[src/include/usb_dev_pkg.sv]
// constants for the usb device event and control block
//------------------------------------------------------------
// Behaviour
// - iso IN read of an empty bank raises the endpoint underflow flag
// - OUT packet with all banks full is dropped and flags underflow
// - OUT crc error sets stalled/error flag and still sets out received
// - oversize OUT: overflow flag, ack, out received, keep leading bytes
// - frame start flag set on every start of frame packet
// - frame crc error bit updated together with frame start flag
// - 11-bit frame number captured from last sof, split high and low
// - event flags set regardless of their enable bits
// - software clears flags; writing one to set a flag is ignored
// - one enable per event; bus reset end enable resets set
// - speed bit: 0 full speed d+ pullup, 1 low speed d- pullup
// - remote wakeup only while suspended; hardware clears it when done
// - detach bit removes the pullup; clearing reconnects it
// - upstream resume flag set while driving resume to host
// - resume end flag set on valid host resume end
// - line wake flag on filtered activity, not own upstream resume
// - bus reset end flag set at end of usb bus reset
// - address enable set by software, cleared only by hardware
// - seven endpoint fifo clear bits, set then cleared by firmware
// - endpoint irq on normal events and on exceptions
//------------------------------------------------------------
package usb_dev_pkg;
  // register byte addresses
  localparam logic [4:0] ADDR_CONTROL = 5'h00;
  localparam logic [4:0] ADDR_FLAGS = 5'h04;
  localparam logic [4:0] ADDR_ENABLES = 5'h08;
  localparam logic [4:0] ADDR_ADDRESS = 5'h0c;
  localparam logic [4:0] ADDR_FRAME_HI = 5'h10;
  localparam logic [4:0] ADDR_FRAME_LO = 5'h14;
  localparam logic [4:0] ADDR_FRAME_ERR = 5'h18;
  localparam logic [4:0] ADDR_EP_SELECT = 5'h1c;
  localparam logic [5:0] ADDR_FIFO_RESET = 6'h20;
  localparam logic [5:0] ADDR_EP_FLAGS = 6'h24;
  localparam logic [5:0] ADDR_EP_ENABLES = 6'h28;
  // control fields
  localparam int CTL_DETACH = 0;
  localparam int CTL_WAKEUP = 1;
  localparam int CTL_LOW_SPEED = 2;
  // device event flag positions
  localparam int EV_SUSPEND = 0;
  localparam int EV_SOF = 2;
  localparam int EV_RESET_END = 3;
  localparam int EV_LINE_WAKE = 4;
  localparam int EV_RESUME_END = 5;
  localparam int EV_UP_RESUME = 6;
  localparam logic [7:0] EV_MASK = 8'h7d;
  localparam logic [7:0] EN_RESET = 8'h08;
  localparam int ADDR_ACTIVATE = 7;
  localparam int FRAME_ERR_BIT = 4;
  // endpoint flag positions
  localparam int EP_IN_READY = 0;
  localparam int EP_STALLED = 1;
  localparam int EP_OUT_RX = 2;
  localparam int EP_SETUP_RX = 3;
  localparam int EP_NAK_OUT = 4;
  localparam int EP_NAK_IN = 5;
  localparam int EP_UNDERFLOW = 6;
  localparam int EP_OVERFLOW = 7;
  // timing
  localparam int CLK_MHZ = 125;
  localparam int SUSPEND_MS = 3;
  localparam int SUSPEND_CYCLES = SUSPEND_MS * 1000 * CLK_MHZ;
  localparam int RESUME_MS = 1;
  localparam int RESUME_CYCLES = RESUME_MS * 1000 * CLK_MHZ;
endpackage : usb_dev_pkg

[src/design/ep_event_flags.sv]
// per-endpoint event flags and endpoint interrupt
`timescale 1ns/1ps
module ep_event_flags
  import usb_dev_pkg::*;
(
  input wire logic clk_i,
  input wire logic rst_i,
  input wire logic fifo_clear_i,
  input wire logic in_ready_i,
  input wire logic stall_sent_i,
  input wire logic out_done_i,
  input wire logic out_crc_err_i,
  input wire logic out_oversize_i,
  input wire logic setup_done_i,
  input wire logic nak_in_i,
  input wire logic nak_out_i,
  input wire logic iso_i,
  input wire logic in_bank_empty_i,
  input wire logic out_banks_full_i,
  input wire logic [7:0] clear_i,
  input wire logic [7:0] enable_i,
  output logic [7:0] flags_o,
  output logic ack_out_o,
  output logic drop_out_o,
  output logic endpoint_irq_o
);
  logic [7:0] set_ev;
  logic drop;

  assign drop = out_done_i && out_banks_full_i;

  always_comb begin
    set_ev = 8'h00;
    set_ev[EP_IN_READY] = in_ready_i;
    set_ev[EP_STALLED] = stall_sent_i || (out_done_i && out_crc_err_i
                         && !drop);
    set_ev[EP_OUT_RX] = out_done_i && !drop;
    set_ev[EP_SETUP_RX] = setup_done_i;
    set_ev[EP_NAK_OUT] = nak_out_i;
    set_ev[EP_NAK_IN] = nak_in_i;
    set_ev[EP_UNDERFLOW] = (iso_i && nak_in_i && in_bank_empty_i)
                           || drop;
    set_ev[EP_OVERFLOW] = out_done_i && out_oversize_i && !drop;
  end

  // set wins over a software clear in the same cycle; a fifo clear wins over set
  always_ff @(posedge clk_i) begin
    if (rst_i || fifo_clear_i) begin
      flags_o <= 8'h00;
    end else begin
      flags_o <= (flags_o & ~clear_i) | set_ev;
    end
  end

  always_ff @(posedge clk_i) begin
    if (rst_i) begin
      ack_out_o <= 1'b0;
      drop_out_o <= 1'b0;
    end else begin
      ack_out_o <= out_done_i && !drop;
      drop_out_o <= drop;
    end
  end

  always_ff @(posedge clk_i) begin
    if (rst_i) begin
      endpoint_irq_o <= 1'b0;
    end else begin
      endpoint_irq_o <= |(flags_o & enable_i);
    end
  end

  property p_underflow_in;
    @(posedge clk_i) disable iff (rst_i)
    iso_i && nak_in_i && in_bank_empty_i && !fifo_clear_i
    |=> flags_o[EP_UNDERFLOW];
  endproperty
  a_underflow_in: assert property (p_underflow_in)
    else $error("underflow flag missing");
  property p_nak_in;
    @(posedge clk_i) disable iff (rst_i)
    nak_in_i && !fifo_clear_i |=> flags_o[EP_NAK_IN];
  endproperty
  a_nak_in: assert property (p_nak_in)
    else $error("nak in flag missing");
  property p_drop_full;
    @(posedge clk_i) disable iff (rst_i)
    out_done_i && out_banks_full_i |=> drop_out_o && !ack_out_o;
  endproperty
  a_drop_full: assert property (p_drop_full)
    else $error("full banks packet not dropped");
  property p_crc_out;
    @(posedge clk_i) disable iff (rst_i)
    out_done_i && out_crc_err_i && !out_banks_full_i && !fifo_clear_i
    |=> flags_o[EP_STALLED] && flags_o[EP_OUT_RX];
  endproperty
  a_crc_out: assert property (p_crc_out)
    else $error("crc error flags wrong");
  property p_oversize;
    @(posedge clk_i) disable iff (rst_i)
    out_done_i && out_oversize_i && !out_banks_full_i && !fifo_clear_i
    |=> flags_o[EP_OVERFLOW] && ack_out_o;
  endproperty
  a_oversize: assert property (p_oversize)
    else $error("overflow not flagged");
  property p_ep_irq;
    @(posedge clk_i) disable iff (rst_i)
    |(flags_o & enable_i) |=> endpoint_irq_o;
  endproperty
  a_ep_irq: assert property (p_ep_irq)
    else $error("endpoint irq missing");
endmodule : ep_event_flags

[src/design/usb_device_events_and_control.sv]
// device level events, control registers and wishbone slave
`timescale 1ns/1ps
module usb_device_events_and_control
  import usb_dev_pkg::*;
#(
  parameter int SUSPEND_COUNT = SUSPEND_CYCLES,
  parameter int RESUME_COUNT = RESUME_CYCLES,
  parameter int NUM_EP = 7
) (
  input wire logic clk_i,
  input wire logic rst_i,
  // wishbone slave
  input wire logic cyc_i,
  input wire logic stb_i,
  input wire logic we_i,
  input wire logic [5:0] adr_i,
  input wire logic [3:0] sel_i,
  input wire logic [31:0] dat_i,
  output logic [31:0] dat_o,
  output logic ack_o,
  // link events from the usb engine
  input wire logic line_idle_i,
  input wire logic line_activity_i,
  input wire logic host_resume_end_i,
  input wire logic bus_reset_end_i,
  input wire logic sof_i,
  input wire logic sof_crc_err_i,
  input wire logic [10:0] sof_frame_i,
  input wire logic host_mode_i,
  // endpoint events, one bit per endpoint
  input wire logic [NUM_EP-1:0] ep_in_ready_i,
  input wire logic [NUM_EP-1:0] ep_stall_sent_i,
  input wire logic [NUM_EP-1:0] ep_out_done_i,
  input wire logic [NUM_EP-1:0] ep_out_crc_err_i,
  input wire logic [NUM_EP-1:0] ep_out_oversize_i,
  input wire logic [NUM_EP-1:0] ep_setup_done_i,
  input wire logic [NUM_EP-1:0] ep_nak_in_i,
  input wire logic [NUM_EP-1:0] ep_nak_out_i,
  input wire logic [NUM_EP-1:0] ep_iso_i,
  input wire logic [NUM_EP-1:0] ep_in_bank_empty_i,
  input wire logic [NUM_EP-1:0] ep_out_banks_full_i,
  // outputs
  output logic dp_pullup_o,
  output logic dm_pullup_o,
  output logic resume_drive_o,
  output logic [6:0] device_address_o,
  output logic address_valid_o,
  output logic [2:0] endpoint_index_o,
  output logic [NUM_EP-1:0] endpoint_fifo_clear_o,
  output logic [NUM_EP-1:0] ep_ack_out_o,
  output logic [NUM_EP-1:0] ep_drop_out_o,
  output logic [NUM_EP-1:0] endpoint_irq_o,
  output logic device_irq_o
);
  //------------------------------------------------------------
  // registers
  //------------------------------------------------------------
  logic detach;
  logic remote_wakeup_request;
  logic low_speed_select;
  logic [7:0] dev_flags;
  logic [7:0] dev_enables;
  logic [6:0] device_address_value;
  logic address_activate;
  logic [10:0] frame_number;
  logic frame_number_crc_error;
  logic [7:0] next_dev_flags;
  logic [7:0] ep_clear [NUM_EP];
  logic [7:0] ep_enables [NUM_EP];
  logic [7:0] ep_flags [NUM_EP];
  logic [31:0] idle_count;
  logic [31:0] resume_count;
  logic suspend_hit;
  logic resume_done;
  logic wr;
  logic rd_req;
  logic [31:0] next_dat;

  assign wr = cyc_i && stb_i && we_i && !ack_o && sel_i[0];
  assign rd_req = cyc_i && stb_i && !ack_o;

  //------------------------------------------------------------
  // bus handshake: ack one cycle after the request
  //------------------------------------------------------------
  always_ff @(posedge clk_i) begin
    if (rst_i) begin
      ack_o <= 1'b0;
      dat_o <= 32'h0000_0000;
    end else begin
      ack_o <= rd_req;
      dat_o <= rd_req ? next_dat : 32'h0000_0000;
    end
  end

  // read mux
  always_comb begin
    next_dat = 32'h0000_0000;
    if (adr_i == {1'b0, ADDR_CONTROL}) begin
      next_dat[2:0] = {low_speed_select, remote_wakeup_request, detach};
    end else if (adr_i == {1'b0, ADDR_FLAGS}) begin
      next_dat[7:0] = dev_flags;
    end else if (adr_i == {1'b0, ADDR_ENABLES}) begin
      next_dat[7:0] = dev_enables;
    end else if (adr_i == {1'b0, ADDR_ADDRESS}) begin
      next_dat[7:0] = {address_activate, device_address_value};
    end else if (adr_i == {1'b0, ADDR_FRAME_HI}) begin
      next_dat[2:0] = frame_number[10:8];
    end else if (adr_i == {1'b0, ADDR_FRAME_LO}) begin
      next_dat[7:0] = frame_number[7:0];
    end else if (adr_i == {1'b0, ADDR_FRAME_ERR}) begin
      next_dat[FRAME_ERR_BIT] = frame_number_crc_error;
    end else if (adr_i == {1'b0, ADDR_EP_SELECT}) begin
      next_dat[2:0] = endpoint_index_o;
    end else if (adr_i == ADDR_FIFO_RESET) begin
      next_dat[NUM_EP-1:0] = endpoint_fifo_clear_o;
    end else if (adr_i == ADDR_EP_FLAGS) begin
      next_dat[7:0] = (endpoint_index_o < 3'(NUM_EP))
                      ? ep_flags[endpoint_index_o] : 8'h00;
    end else if (adr_i == ADDR_EP_ENABLES) begin
      next_dat[7:0] = (endpoint_index_o < 3'(NUM_EP))
                      ? ep_enables[endpoint_index_o] : 8'h00;
    end
  end

  //------------------------------------------------------------
  // control register
  //------------------------------------------------------------
  always_ff @(posedge clk_i) begin
    if (rst_i) begin
      detach <= 1'b1;
      low_speed_select <= 1'b0;
    end else if (wr && adr_i == {1'b0, ADDR_CONTROL}) begin
      detach <= dat_i[CTL_DETACH];
      low_speed_select <= dat_i[CTL_LOW_SPEED];
    end
  end

  // remote wakeup: set only while suspended, cleared by hardware
  always_ff @(posedge clk_i) begin
    if (rst_i) begin
      remote_wakeup_request <= 1'b0;
    end else if (resume_done) begin
      remote_wakeup_request <= 1'b0;
    end else if (wr && adr_i == {1'b0, ADDR_CONTROL} && dat_i[CTL_WAKEUP]
                 && dev_flags[EV_SUSPEND]) begin
      remote_wakeup_request <= 1'b1;
    end
  end

  always_ff @(posedge clk_i) begin
    if (rst_i || !remote_wakeup_request) begin
      resume_count <= 32'h0000_0000;
    end else begin
      resume_count <= resume_count + 32'h0000_0001;
    end
  end
  assign resume_done = remote_wakeup_request
                       && resume_count == 32'(RESUME_COUNT - 1);

  always_ff @(posedge clk_i) begin
    if (rst_i) begin
      resume_drive_o <= 1'b0;
    end else begin
      resume_drive_o <= remote_wakeup_request && !resume_done;
    end
  end

  // pull-up choice by speed, removed on detach or in host mode
  always_ff @(posedge clk_i) begin
    if (rst_i) begin
      dp_pullup_o <= 1'b0;
      dm_pullup_o <= 1'b0;
    end else begin
      dp_pullup_o <= !detach && !host_mode_i
                     && !low_speed_select;
      dm_pullup_o <= !detach && !host_mode_i
                     && low_speed_select;
    end
  end

  //------------------------------------------------------------
  // device event flags
  //------------------------------------------------------------
  always_ff @(posedge clk_i) begin
    if (rst_i || !line_idle_i) begin
      idle_count <= 32'h0000_0000;
    end else if (idle_count != 32'(SUSPEND_COUNT)) begin
      idle_count <= idle_count + 32'h0000_0001;
    end
  end
  assign suspend_hit = line_idle_i
                       && idle_count == 32'(SUSPEND_COUNT - 1);

  always_comb begin
    next_dev_flags = dev_flags;
    if (wr && adr_i == {1'b0, ADDR_FLAGS}) begin
      next_dev_flags = dev_flags & dat_i[7:0];
    end
    next_dev_flags[EV_SUSPEND] = next_dev_flags[EV_SUSPEND] || suspend_hit;
    next_dev_flags[EV_SOF] = next_dev_flags[EV_SOF] || sof_i;
    next_dev_flags[EV_RESET_END] = next_dev_flags[EV_RESET_END]
                                   || bus_reset_end_i;
    next_dev_flags[EV_LINE_WAKE] = next_dev_flags[EV_LINE_WAKE]
      || (line_activity_i && !remote_wakeup_request);
    next_dev_flags[EV_RESUME_END] = next_dev_flags[EV_RESUME_END]
                                    || host_resume_end_i;
    next_dev_flags[EV_UP_RESUME] = next_dev_flags[EV_UP_RESUME]
                                   || remote_wakeup_request;
    next_dev_flags = next_dev_flags & EV_MASK;
  end

  always_ff @(posedge clk_i) begin
    if (rst_i) begin
      dev_flags <= 8'h00;
    end else begin
      dev_flags <= next_dev_flags;
    end
  end

  always_ff @(posedge clk_i) begin
    if (rst_i) begin
      dev_enables <= EN_RESET;
    end else if (wr && adr_i == {1'b0, ADDR_ENABLES}) begin
      dev_enables <= dat_i[7:0] & EV_MASK;
    end
  end

  always_ff @(posedge clk_i) begin
    if (rst_i) begin
      device_irq_o <= 1'b0;
    end else begin
      device_irq_o <= |(dev_flags & dev_enables);
    end
  end

  //------------------------------------------------------------
  // frame number capture
  //------------------------------------------------------------
  always_ff @(posedge clk_i) begin
    if (rst_i) begin
      frame_number <= 11'h000;
      frame_number_crc_error <= 1'b0;
    end else if (sof_i) begin
      frame_number <= sof_frame_i;
      frame_number_crc_error <= sof_crc_err_i;
    end
  end

  //------------------------------------------------------------
  // address, endpoint select, fifo clear
  //------------------------------------------------------------
  always_ff @(posedge clk_i) begin
    if (rst_i) begin
      device_address_value <= 7'h00;
      address_activate <= 1'b0;
    end else if (wr && adr_i == {1'b0, ADDR_ADDRESS}) begin
      device_address_value <= dat_i[6:0];
      address_activate <= address_activate
                          || dat_i[ADDR_ACTIVATE];
    end else if (address_activate) begin
      address_activate <= 1'b0;
    end
  end

  always_ff @(posedge clk_i) begin
    if (rst_i) begin
      device_address_o <= 7'h00;
      address_valid_o <= 1'b0;
    end else if (bus_reset_end_i) begin
      device_address_o <= 7'h00;
      address_valid_o <= 1'b0;
    end else if (address_activate) begin
      device_address_o <= device_address_value;
      address_valid_o <= 1'b1;
    end
  end

  always_ff @(posedge clk_i) begin
    if (rst_i) begin
      endpoint_index_o <= 3'h0;
      endpoint_fifo_clear_o <= '0;
    end else begin
      if (wr && adr_i == {1'b0, ADDR_EP_SELECT}) begin
        endpoint_index_o <= dat_i[2:0];
      end
      if (wr && adr_i == ADDR_FIFO_RESET) begin
        endpoint_fifo_clear_o <= dat_i[NUM_EP-1:0];
      end
    end
  end

  //------------------------------------------------------------
  // endpoints
  //------------------------------------------------------------
  genvar g;
  generate
    for (g = 0; g < NUM_EP; g++) begin : g_ep
      always_comb begin
        ep_clear[g] = 8'h00;
        if (wr && adr_i == ADDR_EP_FLAGS && endpoint_index_o == 3'(g)) begin
          ep_clear[g] = ~dat_i[7:0];
        end
      end
      always_ff @(posedge clk_i) begin
        if (rst_i) begin
          ep_enables[g] <= 8'h00;
        end else if (wr && adr_i == ADDR_EP_ENABLES
                     && endpoint_index_o == 3'(g)) begin
          ep_enables[g] <= dat_i[7:0];
        end
      end
      ep_event_flags u_ep (
        .clk_i(clk_i),
        .rst_i(rst_i),
        .fifo_clear_i(endpoint_fifo_clear_o[g]),
        .in_ready_i(ep_in_ready_i[g]),
        .stall_sent_i(ep_stall_sent_i[g]),
        .out_done_i(ep_out_done_i[g]),
        .out_crc_err_i(ep_out_crc_err_i[g]),
        .out_oversize_i(ep_out_oversize_i[g]),
        .setup_done_i(ep_setup_done_i[g]),
        .nak_in_i(ep_nak_in_i[g]),
        .nak_out_i(ep_nak_out_i[g]),
        .iso_i(ep_iso_i[g]),
        .in_bank_empty_i(ep_in_bank_empty_i[g]),
        .out_banks_full_i(ep_out_banks_full_i[g]),
        .clear_i(ep_clear[g]),
        .enable_i(ep_enables[g]),
        .flags_o(ep_flags[g]),
        .ack_out_o(ep_ack_out_o[g]),
        .drop_out_o(ep_drop_out_o[g]),
        .endpoint_irq_o(endpoint_irq_o[g])
      );
    end
  endgenerate

  //------------------------------------------------------------
  // checks
  //------------------------------------------------------------
  property p_sof_flag;
    @(posedge clk_i) disable iff (rst_i)
    sof_i |=> dev_flags[EV_SOF]
              && frame_number_crc_error == $past(sof_crc_err_i);
  endproperty
  a_sof_flag: assert property (p_sof_flag)
    else $error("sof flag or crc bit wrong");
  property p_frame_crc;
    @(posedge clk_i) disable iff (rst_i)
    !sof_i |=> $stable(frame_number_crc_error);
  endproperty
  a_frame_crc: assert property (p_frame_crc)
    else $error("crc bit moved without sof");
  property p_frame_num;
    @(posedge clk_i) disable iff (rst_i)
    sof_i |=> frame_number == $past(sof_frame_i);
  endproperty
  a_frame_num: assert property (p_frame_num)
    else $error("frame number not captured");
  property p_suspend;
    @(posedge clk_i) disable iff (rst_i)
    suspend_hit |=> dev_flags[EV_SUSPEND];
  endproperty
  a_suspend: assert property (p_suspend)
    else $error("suspend flag missing");
  property p_no_sw_set;
    @(posedge clk_i) disable iff (rst_i)
    !dev_flags[EV_RESET_END] && !bus_reset_end_i |=> !dev_flags[EV_RESET_END];
  endproperty
  a_no_sw_set: assert property (p_no_sw_set)
    else $error("flag set without event");
  property p_irq;
    @(posedge clk_i) disable iff (rst_i)
    |(dev_flags & dev_enables) |=> device_irq_o;
  endproperty
  a_irq: assert property (p_irq)
    else $error("device irq missing");
  property p_addr_clear;
    @(posedge clk_i) disable iff (rst_i)
    address_activate && !wr && !bus_reset_end_i
    |=> !address_activate ##0 address_valid_o;
  endproperty
  a_addr_clear: assert property (p_addr_clear)
    else $error("address activate not cleared");
  property p_pullup;
    @(posedge clk_i) disable iff (rst_i)
    detach |=> !dp_pullup_o && !dm_pullup_o;
  endproperty
  a_pullup: assert property (p_pullup)
    else $error("pullup on while detached");
endmodule : usb_device_events_and_control

[config.mk]
export PLATFORM = sky130hd
export DESIGN_NAME = usb_device_events_and_control
export DESIGN_NICKNAME = d
export VERILOG_FILES = /design/src/include/usb_dev_pkg.sv /design/src/design/ep_event_flags.sv /design/src/design/usb_device_events_and_control.sv
export SDC_FILE = /design/constraint.sdc
export NUM_CORES = 1
export LEC_CHECK = 0
export BUFFER_PORTS_ARGS = -buffer_cell sky130_fd_sc_hd__buf_2
export CAP_MARGIN = 20
export CORE_MARGIN = 1
export CORE_UTILIZATION = 45
export DETAILED_ROUTE_END_ITERATION = 10
export MAX_ROUTING_LAYER = met4
export PLACE_DENSITY = 0.66
export SLEW_MARGIN = 20
export SYNTH_ARGS = -nofsm -noshare
export SYNTH_HDL_FRONTEND = slang
export SYNTH_SLANG_ARGS = --single-unit
[constraint.sdc]
create_clock -name clk_i -period 6.9 [get_ports clk_i]
set_clock_uncertainty 0.2 [all_clocks]
set_input_delay 1.725 -clock clk_i [delete_from_list [all_inputs] [get_ports clk_i]]
set_output_delay 1.725 -clock clk_i [all_outputs]
set_load 0.03 [all_outputs]
# Word-level counts from Yosys, hierarchy flattened
# Memories as Yosys holds them, arrays and structs flattened. A register that Yosys moved wholly into a read port is not among the register bits.
# Cells that the tools add are included.
[totals] reg_bits=231 mem_bits_rw=56 input_bits=142 output_inout_bits=76 word_cells=338 mem_count=1
[classes] add_sub_neg=2 magnitude_cmp=2 n_eq_ne=19 muxes=71 n_bitwise=41 n_reduce_logical=151
[mem_list] name="ep_enables" words=7 width=8 read_ports=8 rd_ports_with_merged_regs=1 write_ports=7 line_no="usb_device_events_and_control.sv:69" source="logic [7:0] ep_enables [NUM_EP];"
[ops] op="8-bit two-way mux" n=33
[ops] op="8-bit AND" n=14
[ops] op="1-bit logical AND" n=92
[ops] op="32-bit by 1-bit adder with 32-bit output, second input constant" n=2
[ops] op="8-bit NOT" n=8
[ops] op="8-bit OR reduction" n=8
[ops] op="8-bit bitwise OR" n=7
[ops] op="32-bit by 17-bit == test with 1-bit output, second input constant" n=1
[ops] op="32-bit by 19-bit == test with 1-bit output, second input constant" n=1
[ops] op="32-bit by 19-bit != test with 1-bit output, second input constant" n=1
[ops] op="1-bit logical OR" n=30
[ops] op="1-bit two-way mux" n=25
[ops] op="8-bit binary-select mux with 3-bit select" n=1
[ops] op="6-bit by 5-bit == test with 1-bit output, second input constant" n=4
[ops] op="7-bit two-way mux" n=3
[ops] op="6-bit == test, second input constant" n=3
[ops] op="3-bit two-way mux" n=6
[ops] op="7-bit AND" n=2
[ops] op="1-bit logical NOT" n=14
[ops] op="6-bit by 4-bit == test with 1-bit output, second input constant" n=2
[ops] op="5-bit two-way mux" n=2
[ops] op="3-bit == test, second input constant" n=3
[ops] op="2-bit OR reduction" n=4
[ops] op="1-bit bitwise OR" n=7
[ops] op="other kinds (11)" n=13

# Logic depth before layout (Yosys ltp)
# Gate-level depths: netlist (run 1).
[logic_depth] word_depth=25 mapped_depth=8 mapped_depth_nobuf=6

# Cells and area by module
# From an unflattened synthesis (run 1), not the netlist that was laid out.
[unflattened] cells_unflattened=1344 area_unflattened_um2=12938.7
[modules_own_cells] module="usb_device_events_and_control" n_inst=1 cells_each=1022 area_each_um2=9593.0 seq_area_each_um2=4344.2
[modules_own_cells] module="ep_event_flags" n_inst=7 cells_each=46 area_each_um2=478.0 seq_area_each_um2=220.2

# Worst setup path after synthesis (run 1)
# No wires, ideal clock.
[synth_timing] path_kind="input-to-reg" start="in adr_i[3]" end="mem ep_enables[4][0] (enable)" t_arrival_ns=3.492 required_time_ns=6.313 slack_ns=2.822 stages=6 path_buffers=2 cell_sequence="buf_2 > nor2b_1 > clkbuf_1 > nand2_1 > or3_1 > o31ai_1"
[synth_rtl] element="start: declaration" line_no="usb_device_events_and_control.sv:16" source="input wire logic [5:0] adr_i,"
[synth_rtl] element="end: declaration" line_no="usb_device_events_and_control.sv:69"

==> run summary, run 1 <==
Drt initial violations - 960
Htree depth - 1
R2r startpoint - endpoint_index_o[2]
Tcrit/Tclk final - 59.6%
HP Start - resume_count[0]
Post-synthesis mux area share - 8.47%
Most instantiated cells after synthesis - dfxtp_1 (210), nor2_1 (129), a21oi_1 (96)
Largest net degree at the start of global routing - 80
# DRC - 0
Vias after detailed routing - 10400
Met1 Use GR - 33.0%
Largest family of logic cells by synthesized area - simple AND/OR/NAND/NOR gates
Flop2flop setup slack - 3740 ps
F_max - 0.243 GHz
Final GP Congestion - 0.948
CTS tree - built
Port Buf Inserts - 166
Total GRT Usage - 24.9%
Initial Util - 46.0%
Fraction of registers with async set/reset - 0%
Core Region - 0.0271 mm²
Fin area - 0.0143 mm²
Post-cts sizing count - 0
Crit Path Class - input port to flip-flop
Setup tns final - 0 ps
Gr busiest metal - met2
PnR Total Power - 3.56 mW
Post-synthesis simple-gate area fraction - 19.9%
Minimum clock period - 4110 ps
Vias in the first global route - 9572
Post-synthesis adder-cell area fraction - 0.301%
Crit path capture type - flip-flop
Worst-case clock buffer depth - 3
Final setup vio count - 0
MaxCap Viol Count - 0
Hold EP - resume_count[0]
Die Width - 168 µm
Ys Warns - 0
First-pass GRT wire length - 53.5 mm
Yosys cell types - 65
Antenna Nets Post-Route - 0
# clock sinks - 266
1st-pass router iterations - 5
Grt met3 use - 3.60%
Worst endpoint required time - 6870 ps
Site row count - 60
Register area share after synthesis - 47.2%
Syn Area/Cell - 9.35 µm²
Synth Cell Area - 0.0125 mm²
WHS Path Cells - 1
Most common flop cell mapped by yosys - dfxtp_1
# nets final - 1584
Startpoint Class - input port
Post-synth top area share - 33.7%
DR vias/cell - 5.64
Slew headroom - 28.3%
# fillers - 2505
Antenna violations before repair - 3
Synthesized flop and latch total - 266
Power Density - 250 mW/mm²
WL final - 35.3 mm
Final Hold Viols - 0
Worst reg2reg path depth - 3
Slew Limit Fails - 0
Final Worst Setup Slack - 2790 ps
WL/cell - 19.2 µm
Dpl hpwl - 25.2 mm
EDFF count, synth - 56
Post-Synth XOR/XNOR Area - 3.09%
Crit Path Max Fanout - 27
Hold WC Path Type - flip-flop to flip-flop
Clock Pin Slew Worst Setup and Hold Paths - 60 ps
# hold bufs at CTS - 0
Worst reg2reg endpoint - ep_enables[5][3]
Largest cells by area after synthesis - dfxtp_1 (34%), edfxtp_1 (13%), mux2i_1 (5.2%)
Leak - 5.36 nW
Post-CTS Setup Inserts - 0
Root Driver - clkbuf_16
Met2 Track Usage GR - 40.0%
Die Area - 0.0284 mm²
Arr. time, crit path - 4080 ps
Die span in y - 168 µm
Cells after Synth - 1334
Peak supply drop - 160 µV
I/O pin count - 218
Syn-to-layout area delta - 14.4%
Cell taking the most area after synthesis - dfxtp_1
Post-synthesis compound-gate area fraction - 14.4%
DP Area - 0.0132 mm²
Most common cell in the netlist - dfxtp_1
Overflow after GRT - 0
Share of layout cells above drive strength 1 - 18.5%
Later-pin clock latency in the skew report - 540 ps
CTS Buf Count - 29
Tightest Pin Transition - 1070 ps
Pre-CTS WS - 2010 ps
RSZ-0062 raised after global routing - no
Outcome - finished, final reports clean
-- through the flow --
step	utilization (%)	cells	hold slack [ps]
after detailed placement	48.8	1780	267
final	52.6	1836	274
after global routing	52.6	1836	300
after CTS	52.6	1833	282
after floorplan	-	1357	226
after global placement	48.8	1780	239
-- power breakdown --
| group | internal (mW) | switching [mW] |
|---|---|---|
| registers | 1.64 | 0.0410 |
| logic | 0.0833 | 0.159 |
| clock network | 1.01 | 0.629 |
-- layout by cell type (no fill, tap or decap), drive strengths merged, types with 14 or more instances in the layout --
| master | netlist | final |
|---|---|---|
| a21oi | 96 | 96 |
| a22oi | 34 | 34 |
| a31oi | 14 | 14 |
| and2 | 58 | 58 |
| buf | 78 | 170 |
| clkbuf | 41 | 42 |
| conb | 1 | 24 |
| dfxtp | 210 | 210 |
| edfxtp | 56 | 56 |
| inv | 47 | 48 |
| mux2i | 65 | 65 |
| nand2 | 73 | 73 |
| nand2b | 19 | 19 |
| nand3 | 33 | 33 |
| nand4 | 21 | 21 |
| nor2 | 129 | 129 |
| nor3 | 31 | 31 |
| nor4 | 17 | 17 |
| o21ai | 94 | 94 |
| or3 | 19 | 19 |
| xnor2 | 24 | 24 |
| xor2 | 20 | 20 |
-- cells by family (layout without fill, tap and decap cells) --
family / Yosys count / count (layout)
xor gates and xnor gates: 44 / 44
DFF: 266 / 266
other: 1 / 27
adders and majority gates: 3 / 3
muxes: 89 / 89
AOI/OAI and AO/OA: 299 / 299
buffers and inverters: 168 / 272
and+or+nand+nor: 464 / 464
-- layout make-up --
type | instances | area (µm²) | area share (%)
Clock buffer | 42 | 861 | 6.03
Sequential cell | 266 | 5890 | 41.3
Multi-Input combinational cell | 923 | 5850 | 41.0
Tap cell | 372 | 465 | 3.26
Antenna cell | 3 | 7.51 | 0.0526
Timing Repair Buffer | 170 | 861 | 6.03
Inverter | 49 | 184 | 1.29
Clock inverter | 11 | 156 | 1.10
-- metal layers --
layer | wire length (µm) | share of wire (%)
met4 | 807 | 2.3
met5 | 0 | 0
met3 | 2240 | 6.3
met1 | 15300 | 43
met2 | 16900 | 48
-- state kept, by name, indices dropped and copies added (netlist names), 8 cells and up, named ones only --
signal	count
dat_o	8
ep_enables	56
frame_number	11
g_ep.u_ep.flags_o	56
idle_count	32
resume_count	32
-- critical path: stages --
cell     delay, ps
buf_2          390
nor2b_1        490
nand2_1        240
or3_1          540
o21ai_1        680
-- worst max-delay path by stage --
stage	start	to	slack, ps
after floorplan	adr_i[3]	ep_enables[4][0]	2820
after global placement	adr_i[3]	ep_enables[4][1]	2090
after detailed placement	adr_i[3]	ep_enables[4][4]	2010
after CTS	adr_i[3]	ep_enables[4][5]	2570
after global routing	adr_i[3]	ep_enables[4][4]	2740
final	adr_i[3]	ep_enables[5][3]	2790
Power figures use the tool's default switching activity.
==> run 2, diff against run 1 <==
--- a/config.mk
+++ b/config.mk
@@ -5,6 +5,7 @@
 export SDC_FILE = /design/constraint.sdc
 export NUM_CORES = 1
 export LEC_CHECK = 0
+export ABC_AREA = 1
 export BUFFER_PORTS_ARGS = -buffer_cell sky130_fd_sc_hd__buf_2
 export CAP_MARGIN = 20
 export CORE_MARGIN = 1
==> constraint.sdc (replaced) <==
create_clock -name clk_i -period 4.1 [get_ports clk_i]
set_clock_uncertainty 0.2 [all_clocks]
set_input_delay 1.025 -clock clk_i [delete_from_list [all_inputs] [get_ports clk_i]]
set_output_delay 1.025 -clock clk_i [all_outputs]
set_load 0.03 [all_outputs]
==> run 2 against run 1 <==
Net effect: design area is 0.31% higher; cell count is 16% higher; hold slack worse by 35 ps; clock power is 55% higher; routed wire length is 7.0% higher; sequential share of layout area is 0.13 points lower; total power is 62% higher; non-clock buffer count is 6 higher; global-route usage is 2.2 points higher; first-iteration DRC count is 4.5% lower; register-to-register slack worse by 2600 ps; sequential cell count stayed put; critical path type is now flip-flop to flip-flop; largest power group unchanged.
==> run summary, run 2 <==
Outcome - finished, final reports clean
Setup tns final - 0 ps (unchanged)
Die Width - 169 µm (+0.21%)
# clock sinks - 266 (unchanged)
Startpoint Class - flip-flop
Clock Pin Slew Worst Setup and Hold Paths - 60 ps (about the same)
Worst endpoint required time - 4330 ps (-2540 ps)
Most common cell in the netlist - nand2_1
Ys Warns - 0 (unchanged)
Hold Worst Slack - 239 ps (-35.2 ps)
Later-pin clock latency in the skew report - 550 ps (about the same)
WL/cell - 17.7 µm (-7.9%)
Worst reg2reg endpoint - dat_o[5]
CP peak stage delay - 980 ps (+300 ps)
Yosys cell types - 57 (-12%)
Power Density - 403 mW/mm² (+61%)
Crit Path Class - flip-flop to flip-flop
RSZ-0062 raised after global routing - no
Initial Util - 46.2% (+0.20 points)
Crit Path Max Fanout - 27 (unchanged)
MaxCap Viol Count - 0 (unchanged)
Syn Area/Cell - 7.80 µm² (-17%)
Critical-path top delay cell - dfxtp_1
Overflow after GRT - 0 (unchanged)
Total GRT Usage - 27.1% (+2.2 points)
DR vias/cell - 5.36 (-4.9%)
Synth Cell Area - 0.0125 mm² (+0.43%)
# nets final - 1882 (+19%)
Most frequent cells in the layout - nand2_1 (284), dfxtp_1 (210), nor2_1 (184)
Port Buf Inserts - 166 (unchanged)
Antenna violations before repair - 1 (-2)
Die Area - 0.0285 mm² (+0.43%)
Final GP Congestion - 1.01 (+6.1%)
Final setup vio count - 0 (unchanged)
Arr. time, crit path - 3230 ps (-850 ps)
Synthesized flop and latch total - 266 (unchanged)
# DRC - 0 (unchanged)
Die span in y - 169 µm (+0.21%)
Worst reg2reg path depth - 11 (+8)
Final Hold Viols - 0 (unchanged)
Hold WC Path Type - flip-flop to flip-flop
WL final - 37.8 mm (+7.0%)
Dpl hpwl - 27.4 mm (+8.4%)
Register area share after synthesis - 47.0% (-0.20 points)
Fraction of registers with async set/reset - 0% (unchanged)
Antenna Nets Post-Route - 0 (unchanged)
Crit-path cells - inv_2 > o21ai_0 > o21ai_0 > o21ai_0 > nand2_1 > nand2_1 > nand2_1 > nand2_1 > nand4_1 > nor2_1 > nor2_1
Most common cell on crit path - nand2_1
Post-synth top area share - 33.6% (-0.14 points)
Minimum clock period - 3000 ps
F_max - 0.333 GHz
Post-CTS Setup Inserts - 0 (unchanged)
Worst-case clock buffer depth - 3 (unchanged)
Core Region - 0.0271 mm² (unchanged)
Crit path depth - 11 (+6)
CP Buf/Inv Count - 1 (unchanged)
Tcrit/Tclk final - 73.2%
Drt initial violations - 917 (-4.5%)
Finished Layout Cells - 2132 (+16%)
Syn-to-layout area delta - 14.2%
Root Driver - clkbuf_16
CTS tree - built
Largest net degree at the start of global routing - 37 (-54%)
Commonest non-fill, non-tap cell in the layout - nand2_1
DP Area - 0.0134 mm² (+1.1%)
Cell taking the most area after synthesis - dfxtp_1
PnR Total Power - 5.76 mW (+62%)
Share of layout cells above drive strength 1 - 17.8% (-0.75 points)
Placed cell count - 2078 (+17%)
Crit path capture type - flip-flop
Cells after Synth - 1607 (+20%)
Fin area - 0.0143 mm² (+0.31%)
Site row count - 60 (unchanged)
Post-cts sizing count - 0 (unchanged)
CP endpoint - dat_o[5]
Most common flop cell mapped by yosys - dfxtp_1
CTS Buf Count - 29 (unchanged)
Tightest Pin Transition - 1010 ps (-68.5 ps)
Crit path max-delay family - flip-flops
Vias after detailed routing - 11400 (+10%)
# hold bufs at CTS - 0 (unchanged)
Most instantiated cells after synthesis - nand2_1 (284), dfxtp_1 (210), nor2_1 (184)
Htree depth - 1 (unchanged)
Largest registers - ep_enables x56, g_ep.u_ep.flags_o x56
Flop2flop setup slack - 1100 ps (-2640 ps)
Slew headroom - 32.9% (+4.6 points)
EDFF count, synth - 56 (unchanged)
Slew Limit Fails - 0 (unchanged)
Largest cells by area after synthesis - dfxtp_1 (34%), edfxtp_1 (13%), nand2_1 (8.5%)
Vias in the first global route - 10600 (+10%)
Leak - 5.81 nW (+8.5%)
1st-pass router iterations - 6 (+1)
Peak supply drop - 246 µV (+54%)
I/O pin count - 218 (unchanged)
First-pass GRT wire length - 58.1 mm (+8.6%)
run 2: cell types whose count changed after synthesis, sizes merged, moves of 50 or more:
cell,change
mux2i,-64
and2,-58
nand2,+220
nor2,+81
inv,+120
o21ai,+50
a21oi,+59
run 2: report_power, final:
part	switching, mW	internal (mW)	total [mW]
logic	0.276	0.126	0.401
registers	0.0644	2.75	2.82
clock network	1.09	1.46	2.54
run 2: worst min-delay path by stage:
| stage | startpoint | end | cells after the start |
|---|---|---|---|
| global route | resume_count[0] | resume_count[0] | 1 |
| global placement | resume_count[0] | resume_count[0] | 1 |
| finish | resume_count[0] | resume_count[0] | 1 |
| CTS | resume_count[0] | resume_count[0] | 1 |
| detailed placement | resume_count[0] | resume_count[0] | 1 |
| floorplan | resume_count[0] | resume_count[0] | 1 |
run 2: cell families after synthesis:
family | after synthesis | synth area share [%]
compound gates | 368 | 16.3
other cells | 1 | 0.0299
buf+inv | 275 | 10.1
xor+xnor | 5 | 0.350
flops | 266 | 47.0
simple gates | 688 | 25.9
fa+ha+maj | 3 | 0.300
mux | 1 | 0.0799
run 2: layout make-up:
cell class,instances,area (µm²)
Fill cell,2657,12800
Sequential cell,266,5890
Multi-Input combinational cell,1089,5460
Timing Repair Buffer,176,906
Clock buffer,32,757
Inverter,175,658
Tap cell,372,465
Clock inverter,21,171
Antenna cell,1,2.50
run 2: through the flow:
| stage | util (%) | worst slack [ps] |
|---|---|---|
| after floorplan | - | 1470 |
| after global placement | 49.4 | 931 |
| after detailed placement | 49.4 | 849 |
| after CTS | 52.8 | 1140 |
| after global routing | 52.8 | 833 |
| final | 52.8 | 1100 |
run 2: metal layers:
layer  vias to the layer above  global-route usage [%]  wire [µm]
li1                       5592                       -          -
met1                      5321                    36.7      17300
met2                       448                    42.5      16900
met3                        65                    3.86       2820
met4                         0                    6.76        788
met5                         -                       -          0
